$ cat src/common/ssf_pkg.sv
/*
 * ssf_pkg: register offsets, bit positions, reset values and timing counts
 * for the system status flag bank. Assumes a 40 MHz hclk domain.
 */
//  Behaviour
//  - diagnosis error sets diag flag; it stays set after fault clears
//  - falling edge of error-detect, non-stop error, clears both diag flags
//  - self-diagnosis error sets self-diag flag; it stays set
//  - battery under 2.5 V sets sticky low latch
//  - live low flag follows battery under 2.5 V
//  - supply dip up to 20 ms (or 10 ms) sets flag; power cycle clears
//  - battery under 2.7 V sets sticky warning latch
//  - live warning flag follows battery under 2.7 V
//  - fuse flag is OR of all output module fuse indications
//  - time-data check error sets flag; clean check clears it
//  - per CPU 1..4 ready flag set when it can work with peers
//  - per CPU 1..3 resetting flag follows that CPU's reset
//  - removed CPU module counts as resetting
//  - CPU 1 resetting forces all other CPUs into reset
//  - CPU 2 or 3 reset puts the rest into multi-CPU-down, code 7000
//  - flags change only at their defined update moments
package ssf_pkg;
	localparam logic [7:0]  OFS_FLAGS    = 8'h00;
	localparam logic [7:0]  OFS_IRQ_STAT = 8'h04;
	localparam logic [7:0]  OFS_IRQ_MASK = 8'h08;
	localparam logic [7:0]  OFS_CTRL     = 8'h0C;
	localparam logic [7:0]  OFS_ERR_CODE = 8'h10;
	localparam int          B_DIAG       = 0;
	localparam int          B_SELF       = 1;
	localparam int          B_BLOW_L     = 2;
	localparam int          B_BLOW       = 3;
	localparam int          B_PWR        = 4;
	localparam int          B_BWARN_L    = 5;
	localparam int          B_BWARN      = 6;
	localparam int          B_FUSE       = 7;
	localparam int          B_TIME       = 8;
	localparam int          B_RDY0       = 9;
	localparam int          B_RST0       = 13;
	localparam int          B_MDOWN      = 16;
	localparam int          NFLAG        = 17;
	localparam int          NEVT         = 6;
	localparam int          EV_DIAG      = 0;
	localparam int          EV_SELF      = 1;
	localparam int          EV_BLOW      = 2;
	localparam int          EV_PWR       = 3;
	localparam int          EV_BWARN     = 4;
	localparam int          EV_MDOWN     = 5;
	localparam int          C_DIAG_CLR   = 0;
	localparam int          C_SELF_CLR   = 1;
	localparam int          C_DIP_SHORT  = 2;
	localparam logic [2:0]  CTRL_RESET   = 3'h0;
	localparam logic [15:0] MDOWN_CODE   = 16'h1B58;
	localparam int          CLK_HZ       = 40_000_000;
	localparam int          DIP_LONG_MS  = 20;
	localparam int          DIP_SHORT_MS = 10;
	localparam int          DIP_LONG_CYC = DIP_LONG_MS * (CLK_HZ / 1000);
	localparam int          DIP_SHORT_CYC = DIP_SHORT_MS * (CLK_HZ / 1000);
endpackage : ssf_pkg

$ cat src/core/ssf_sync.sv
/*
 * ssf_sync: two-flop synchroniser for a bus of asynchronous levels.
 * Assumes inputs are levels that stay stable for several hclk periods.
 */
`timescale 1ns/1ps
module ssf_sync #(
	parameter int W = 1
) (
	input  wire logic         hclk,
	input  wire logic         hresetn,
	input  wire logic [W-1:0] d,
	output logic      [W-1:0] q
);
	logic [W-1:0] meta_reg;

	always_ff @(posedge hclk or negedge hresetn) begin
		if (!hresetn) begin
			meta_reg <= '0;
			q        <= '0;
		end else begin
			meta_reg <= d;
			q        <= meta_reg;
		end
	end
endmodule : ssf_sync

$ cat src/core/ssf_flag_bank.sv
/*
 * ssf_flag_bank: system status flag bank with AHB-Lite register slave,
 * sticky event status, mask and one level interrupt.
 * Assumes all status input pins are asynchronous levels; AHB-Lite pins are sampled on hclk, which is 40 MHz.
 */
// Decided for this implementation: the register offsets and the AHB-Lite slave port.
`timescale 1ns/1ps
module ssf_flag_bank
	import ssf_pkg::*;
#(
	parameter int DIP_LONG  = DIP_LONG_CYC,
	parameter int DIP_SHORT = DIP_SHORT_CYC
) (
	input  wire logic        hclk,
	input  wire logic        hresetn,
	input  wire logic        hsel,
	input  wire logic [31:0] haddr,
	input  wire logic [1:0]  htrans,
	input  wire logic        hwrite,
	input  wire logic [2:0]  hsize,
	input  wire logic [31:0] hwdata,
	input  wire logic        hready,
	output logic      [31:0] hrdata,
	output logic             hreadyout,
	output logic             hresp,
	input  wire logic        diag_fault,
	input  wire logic        self_diag_fault,
	input  wire logic        error_detect_flag,
	input  wire logic        error_is_stop,
	input  wire logic        batt_under_2v5,
	input  wire logic        batt_under_2v7,
	input  wire logic        supply_lost,
	input  wire logic [7:0]  module_fuse_blown,
	input  wire logic        time_check_done,
	input  wire logic        time_check_bad,
	input  wire logic [3:0]  cpu_can_operate,
	input  wire logic [2:0]  cpu_reset_in,
	input  wire logic [2:0]  cpu_removed,
	output logic             diag_error_flag,
	output logic             self_diag_error_flag,
	output logic             battery_low_latched,
	output logic             battery_low_live,
	output logic             power_interrupt_detected,
	output logic             battery_warn_latched,
	output logic             battery_warn_live,
	output logic             fuse_blown_flag,
	output logic             time_data_error_flag,
	output logic [3:0]       cpu_ready_flag,
	output logic [2:0]       cpu_in_reset_flag,
	output logic             peer_reset_req,
	output logic             multi_cpu_down,
	output logic [15:0]      multi_cpu_down_code,
	output logic             irq
);
	localparam int NS = 32;

	logic [NS-1:0]   raw;
	logic [NS-1:0]   s;
	logic [NFLAG-1:0] flags;
	logic            err_det_d_reg;
	logic            supply_d_reg;
	logic [31:0]     dip_cnt_reg;
	logic [2:0]      ctrl_reg;
	logic [NEVT-1:0] stat_reg;
	logic [NEVT-1:0] mask_reg;
	logic [NEVT-1:0] ev;
	logic            ap_wr_reg;
	logic            ap_rd_reg;
	logic [7:0]      ap_addr_reg;
	logic            clear_pulse;
	logic            dip_end;
	logic [2:0]      rst_now;

	// supply sense inverted: sync reset level then reads as present
	assign raw = {5'h00, cpu_removed, cpu_reset_in, cpu_can_operate,
		module_fuse_blown, time_check_bad, time_check_done, ~supply_lost,
		batt_under_2v7, batt_under_2v5, error_is_stop, error_detect_flag,
		self_diag_fault, diag_fault};

	ssf_sync #(
		.W (NS)
	) u_sync (
		.hclk    (hclk),
		.hresetn (hresetn),
		.d       (raw),
		.q       (s)
	);

	// synced view, named for readability
	logic s_diag, s_self, s_edet, s_stop, s_b25, s_b27, s_sup;
	logic s_tdone, s_tbad;
	logic [7:0] s_fuse;
	logic [3:0] s_can;
	logic [2:0] s_rst, s_rem;
	assign s_diag  = s[0];
	assign s_self  = s[1];
	assign s_edet  = s[2];
	assign s_stop  = s[3];
	assign s_b25   = s[4];
	assign s_b27   = s[5];
	assign s_sup   = !s[6];
	assign s_tdone = s[7];
	assign s_tbad  = s[8];
	assign s_fuse  = s[16:9];
	assign s_can   = s[20:17];
	assign s_rst   = s[23:21];
	assign s_rem   = s[26:24];

	function automatic logic is_addr(input logic [7:0] a,
		input logic [7:0] ofs);
		is_addr = (a == ofs);
	endfunction : is_addr

	// error-detect falling edge, non-stop errors only
	always_ff @(posedge hclk or negedge hresetn) begin
		if (!hresetn) begin
			err_det_d_reg <= 1'b0;
		end else begin
			err_det_d_reg <= s_edet;
		end
	end
	assign clear_pulse = err_det_d_reg && !s_edet && !s_stop;

	// error-detect release clears both diag flags when software allows
	always_ff @(posedge hclk or negedge hresetn) begin
		if (!hresetn) begin
			diag_error_flag      <= 1'b0;
			self_diag_error_flag <= 1'b0;
		end else begin
			if (s_diag) begin
				diag_error_flag <= 1'b1;
			end else if (clear_pulse && ctrl_reg[C_DIAG_CLR]) begin
				diag_error_flag <= 1'b0;
			end
			if (s_self) begin
				self_diag_error_flag <= 1'b1;
			end else if (clear_pulse && ctrl_reg[C_SELF_CLR]) begin
				self_diag_error_flag <= 1'b0;
			end
		end
	end

	always_ff @(posedge hclk or negedge hresetn) begin
		if (!hresetn) begin
			battery_low_latched  <= 1'b0;
			battery_low_live     <= 1'b0;
			battery_warn_latched <= 1'b0;
			battery_warn_live    <= 1'b0;
		end else begin
			battery_low_live  <= s_b25;
			battery_warn_live <= s_b27;
			if (s_b25) begin
				battery_low_latched <= 1'b1;
			end
			if (s_b27) begin
				battery_warn_latched <= 1'b1;
			end
		end
	end

	// lost cycles counted in hclk; a longer loss is a real power-off
	assign dip_end = !supply_d_reg && s_sup;
	always_ff @(posedge hclk or negedge hresetn) begin
		if (!hresetn) begin
			supply_d_reg <= 1'b1;
			dip_cnt_reg  <= '0;
		end else begin
			supply_d_reg <= s_sup;
			if (s_sup) begin
				dip_cnt_reg <= '0;
			end else if (dip_cnt_reg != 32'hFFFFFFFF) begin
				dip_cnt_reg <= dip_cnt_reg + 32'h1;
			end
		end
	end

	// only hresetn (power-on) clears it
	always_ff @(posedge hclk or negedge hresetn) begin
		if (!hresetn) begin
			power_interrupt_detected <= 1'b0;
		end else if (dip_end && (dip_cnt_reg < (ctrl_reg[C_DIP_SHORT]
			? 32'(DIP_SHORT) : 32'(DIP_LONG)))) begin
			power_interrupt_detected <= 1'b1;
		end
	end

	always_ff @(posedge hclk or negedge hresetn) begin
		if (!hresetn) begin
			fuse_blown_flag      <= 1'b0;
			time_data_error_flag <= 1'b0;
		end else begin
			fuse_blown_flag <= |s_fuse;
			if (s_tdone) begin
				time_data_error_flag <= s_tbad;
			end
		end
	end

	assign rst_now = s_rst | s_rem;
	always_ff @(posedge hclk or negedge hresetn) begin
		if (!hresetn) begin
			cpu_ready_flag      <= '0;
			cpu_in_reset_flag   <= '0;
			peer_reset_req      <= 1'b0;
			multi_cpu_down      <= 1'b0;
			multi_cpu_down_code <= '0;
		end else begin
			cpu_ready_flag    <= s_can;
			cpu_in_reset_flag <= rst_now;
			peer_reset_req    <= rst_now[0];
			if (!rst_now[0] && (rst_now[1] || rst_now[2])) begin
				multi_cpu_down      <= 1'b1;
				multi_cpu_down_code <= MDOWN_CODE;
			end
		end
	end

	assign flags = {multi_cpu_down, cpu_in_reset_flag, cpu_ready_flag,
		time_data_error_flag, fuse_blown_flag, battery_warn_live,
		battery_warn_latched, power_interrupt_detected, battery_low_live,
		battery_low_latched, self_diag_error_flag, diag_error_flag};

	// events: rising edges of sticky flags
	logic [NEVT-1:0] evsrc, evsrc_d_reg;
	assign evsrc = {multi_cpu_down, battery_warn_latched,
		power_interrupt_detected, battery_low_latched,
		self_diag_error_flag, diag_error_flag};
	always_ff @(posedge hclk or negedge hresetn) begin
		if (!hresetn) begin
			evsrc_d_reg <= '0;
		end else begin
			evsrc_d_reg <= evsrc;
		end
	end
	assign ev = evsrc & ~evsrc_d_reg;

	// AHB-Lite address phase capture
	always_ff @(posedge hclk or negedge hresetn) begin
		if (!hresetn) begin
			ap_wr_reg   <= 1'b0;
			ap_rd_reg   <= 1'b0;
			ap_addr_reg <= '0;
		end else if (hready) begin
			ap_wr_reg   <= hsel && htrans[1] && hwrite;
			ap_rd_reg   <= hsel && htrans[1] && !hwrite;
			ap_addr_reg <= haddr[7:0];
		end
	end

	// set wins over write-one-to-clear
	always_ff @(posedge hclk or negedge hresetn) begin
		if (!hresetn) begin
			stat_reg <= '0;
		end else if (ap_wr_reg && is_addr(ap_addr_reg, OFS_IRQ_STAT)) begin
			stat_reg <= (stat_reg & ~hwdata[NEVT-1:0]) | ev;
		end else begin
			stat_reg <= stat_reg | ev;
		end
	end

	always_ff @(posedge hclk or negedge hresetn) begin
		if (!hresetn) begin
			mask_reg <= '0;
			ctrl_reg <= CTRL_RESET;
		end else if (ap_wr_reg) begin
			if (is_addr(ap_addr_reg, OFS_IRQ_MASK)) begin
				mask_reg <= hwdata[NEVT-1:0];
			end
			if (is_addr(ap_addr_reg, OFS_CTRL)) begin
				ctrl_reg <= hwdata[2:0];
			end
		end
	end

	always_ff @(posedge hclk or negedge hresetn) begin
		if (!hresetn) begin
			hrdata <= '0;
		end else if (hready && hsel && htrans[1] && !hwrite) begin
			case (haddr[7:0])
				OFS_FLAGS:    hrdata <= {15'h0, flags};
				OFS_IRQ_STAT: hrdata <= {26'h0, stat_reg};
				OFS_IRQ_MASK: hrdata <= {26'h0, mask_reg};
				OFS_CTRL:     hrdata <= {29'h0, ctrl_reg};
				OFS_ERR_CODE: hrdata <= {16'h0, multi_cpu_down_code};
				default:      hrdata <= '0;
			endcase
		end
	end

	assign hreadyout = 1'b1;
	assign hresp     = 1'b0;
	assign irq       = |(stat_reg & mask_reg);

	property p_sticky(f, c);
		@(posedge hclk) disable iff (!hresetn) c |=> f;
	endproperty
	diag_sticky_a: assert property (p_sticky(diag_error_flag, s_diag))
		else $error("diag flag not set");
	self_sticky_a: assert property (p_sticky(self_diag_error_flag, s_self))
		else $error("self diag flag not set");
	low_latch_a: assert property (@(posedge hclk) disable iff (!hresetn)
		battery_low_latched |=> battery_low_latched)
		else $error("battery low latch dropped");
	low_live_a: assert property (@(posedge hclk) disable iff (!hresetn)
		1'b1 |=> battery_low_live == $past(s_b25))
		else $error("live low flag wrong");
	pwr_hold_a: assert property (@(posedge hclk) disable iff (!hresetn)
		power_interrupt_detected |=> power_interrupt_detected)
		else $error("power flag cleared");
	warn_live_a: assert property (@(posedge hclk) disable iff (!hresetn)
		1'b1 |=> battery_warn_live == $past(s_b27))
		else $error("live warn flag wrong");
	fuse_or_a: assert property (@(posedge hclk) disable iff (!hresetn)
		1'b1 |=> fuse_blown_flag == |$past(s_fuse))
		else $error("fuse flag wrong");
	cpu_rst_a: assert property (@(posedge hclk) disable iff (!hresetn)
		(s_rem[1] || s_rst[1]) |=> cpu_in_reset_flag[1])
		else $error("removed cpu not resetting");
	peer_rst_a: assert property (@(posedge hclk) disable iff (!hresetn)
		cpu_in_reset_flag[0] |-> peer_reset_req)
		else $error("cpu1 reset not forwarded");
	mdown_code_a: assert property (@(posedge hclk) disable iff (!hresetn)
		multi_cpu_down |-> multi_cpu_down_code == MDOWN_CODE)
		else $error("wrong multi cpu down code");
	diag_clr_a: assert property (
		@(posedge hclk) disable iff (!hresetn)
		clear_pulse && ctrl_reg[C_DIAG_CLR] && !s_diag |=> !diag_error_flag)
		else $error("diag flag not cleared");
	time_err_a: assert property (
		@(posedge hclk) disable iff (!hresetn)
		s_tdone |=> time_data_error_flag == $past(s_tbad))
		else $error("time data flag wrong");
	cpu_ready_a: assert property (
		@(posedge hclk) disable iff (!hresetn)
		1'b1 |=> cpu_ready_flag == $past(s_can))
		else $error("cpu ready flag wrong");
	mdown_set_a: assert property (
		@(posedge hclk) disable iff (!hresetn)
		!rst_now[0] && (rst_now[1] || rst_now[2]) |=> multi_cpu_down)
		else $error("multi cpu down not set");
	stat_set_a: assert property (
		@(posedge hclk) disable iff (!hresetn)
		ev != '0 |=> (stat_reg & $past(ev)) == $past(ev))
		else $error("status event lost");
	mdown_cov_c: cover property (@(posedge hclk) disable iff (!hresetn)
		$rose(multi_cpu_down));
	diag_cov_c: cover property (@(posedge hclk) disable iff (!hresetn)
		diag_error_flag ##1 !diag_error_flag);
	pwr_cov_c: cover property (@(posedge hclk) disable iff (!hresetn)
		$rose(power_interrupt_detected));
	irq_cov_c: cover property (@(posedge hclk) disable iff (!hresetn)
		$rose(irq));
endmodule : ssf_flag_bank

$ cat config.mk
export PLATFORM = sky130hd
export DESIGN_NAME = ssf_flag_bank
export DESIGN_NICKNAME = d
export VERILOG_FILES = /design/src/common/ssf_pkg.sv /design/src/core/ssf_sync.sv /design/src/core/ssf_flag_bank.sv
export SDC_FILE = /design/constraint.sdc
export NUM_CORES = 1
export LEC_CHECK = 0
export ABC_AREA = 1
export BUFFER_PORTS_ARGS = -buffer_cell sky130_fd_sc_hd__buf_4
export CAP_MARGIN = 20
export CORE_UTILIZATION = 48
export DETAILED_ROUTE_END_ITERATION = 7
export GPL_TIMING_DRIVEN = 1
export PLACE_DENSITY = 0.76
export SETUP_SLACK_MARGIN = 0.5
export SKIP_LAST_GASP = 1
export SLEW_MARGIN = 5
export SYNTH_ARGS = -nofsm -noshare
export SYNTH_HDL_FRONTEND = slang
export SYNTH_HIERARCHICAL = 1
export SYNTH_SLANG_ARGS = --single-unit
$ cat constraint.sdc
create_clock -name hclk -period 1.5 [get_ports hclk]
set_input_delay 0.225 -clock hclk [delete_from_list [all_inputs] [get_ports hclk]]
set_output_delay 0.225 -clock hclk [all_outputs]
set_load 0.01 [all_outputs]
==> metrics <==
mapped cell area 0.006640 mm²; Setup crit start kind flop; pre-CTS setup slack -0.02485 ns; Pleak approximately 4.8 nW; most common cell after layout, fill and taps aside nand2_1; Routed WL per cell between 15 and 20 µm; met1 wire length roughly 7200 µm; Site Rows 42; Top Layer Used met4; PD cells between 900 and 1000 mW/mm²; initial antenna violation count 0; Hold Startpoint haddr[6]; # IOs 170; layout cells sized above 1 35.26%; synthesis-to-finish area growth 46.03%; fin nets 1,097; largest delay contributor family on the critical path flip-flops; min-delay worst type in2reg; Port-buffer cells between 80 and 90; post-DR vias/cell between 5 and 6; RSZ-0062 raised after global routing yes; antenna-violating nets left 0; Initial Util 49.75%; Root Driver clkbuf_16; grt ovf 0; CTS sink cnt roughly 150; fin crit share 117.2%; total track usage approximately a quarter; latest clock arrival within the worst-skew pair approximately 0.42 ns; WL met3 1307 µm; Remaining DRCs 0; Setup CP Type reg2out; Crit. Startpoint stat_reg[5]; DR WL met2 around 10,000 µm; Slew HR 66.48%; outcome complete, but fails checks; WP buf/inv 1; final hold violation count 0; vias in the first global route approximately 6,000; fillers approximately 870; DIE WIDTH around 120 µm; PnR worst setup slack -0.2584 ns; Final Skew 0.01511 ns; Iter 0 DRT Violations approximately 510; hpwl dp 11,170 µm; CTS tree built; Final Critical Period 1.758 ns; H-tree depth 4; number of placed instances, taps included roughly 1,100; Setup TNS -0.4143 ns; die height approximately 120 µm; commonest non-fill, non-tap cells in the layout nand2_1 (216), dfrtp_1 (145), buf_4 (125); TritonCTS buffer count 17; VDD IR max a little under 0.8 mV; antenna cells 0; clock-pin slew on the worst setup and hold paths roughly 0.070 ns; cell count after synthesis 769; Fmax achieved approximately 0.57 GHz; CP arrival 1.53 ns; area of the core between 0.01 and 0.015 mm²; crit-path cells nand2_1 > nand2_1 > a221oi_2 > nand3_1 > buf_4; Max Slew Vio Count 0; first-pass GRT wire length roughly 28,000 µm; die area ~0.014 mm²; CP peak stage delay roughly 0.40 ns; kind of end point of the critical path output port; drt pass-1 iters 5; Critical Path Slowest Stage Cell dfrtp_1; violated checks negative setup slack; reported max-cap violation count 0; Layout Cells excl Fill about 1,200; YS warnings 6; Largest register FFs 32; gpl congestion between 0.8 and 0.9; Clock Path Buffers 2; CP most frequent cell nand2_1; Synth Area per Inst between 8 and 9 µm²; flop2flop setup slack -0.02 ns; vias between 6,000 and 7,000; Total Routed Length slightly below 20,000 µm; crit-path max FO 2; Reg-to-Reg Start dip_cnt_reg[0]; largest net degree at the start of global routing 60; # setup viols final 21; measured slew at the worst slew-check pin ~0.5 ns; CP required about 1.3 ns
[path summary, 6_finish.rpt]
check,to,depth (start not counted)
max,irq,5
min,ap_addr_reg[6],3
max reg2reg,dip_cnt_reg[1],9
min reg2reg,u_sync/q[23],0
max in group asynchronous,u_sync/meta_reg[13],3
min in group asynchronous,dip_cnt_reg[2],2
[per-layer routing]
layer / vias to the layer above / global-route usage (%)
met5: - / 0
met4: 0 / 10.00
met3: 66 / 4.848
met2: 337 / 45.38
met1: 2917 / 31.69
li1: 2799 / -
[power by group]
group | internal (W) | switching [W] | leakage [nW]
Combinational | 0.000339 | 0.000396 | 2.70
Clock | 0.00242 | 0.00179 | 0.286
Sequential | 0.00427 | 0.000118 | 1.80
[area by class of cell]
class | instances | area, µm² | area share, %
inverters | 66 | 254.0 | 2.619
clock buffers | 19 | 452.9 | 4.671
multi-input cells | 530 | 2774 | 28.61
flip-flops and latches | 152 | 3812 | 39.32
clock inverters | 13 | 135.1 | 1.394
repair buffers | 221 | 2048 | 21.12
well taps | 176 | 220.2 | 2.271
[worst min-delay path, stage by stage]
cell and delay, ns:
buf_4 0.09, nand2_1 0.04, o21ai_0 0.06
[per-stage QoR]
stage	cell area [µm²]	hold slack [ns]	utilization [%]	power, W
detailed placement	7736	0.06687	57.96	0.004963
global route	9697	0.04710	72.65	0.009648
finish	9697	0.04162	72.65	0.009322
CTS	9285	0.01651	69.56	0.009274
floorplan	6839	-0.07059	-	0.004689
global placement	7736	0.06672	57.96	0.004941
[repair_timing]
action,CTS,global route
cloned,3,0
hold endpoints to repair,146,0
hold buffers,28,0
pin swaps,38,26
buffers inserted,43,18
setup endpoints to repair,101,140
resized for setup,95,77
(Power assumes the default switching activity.)
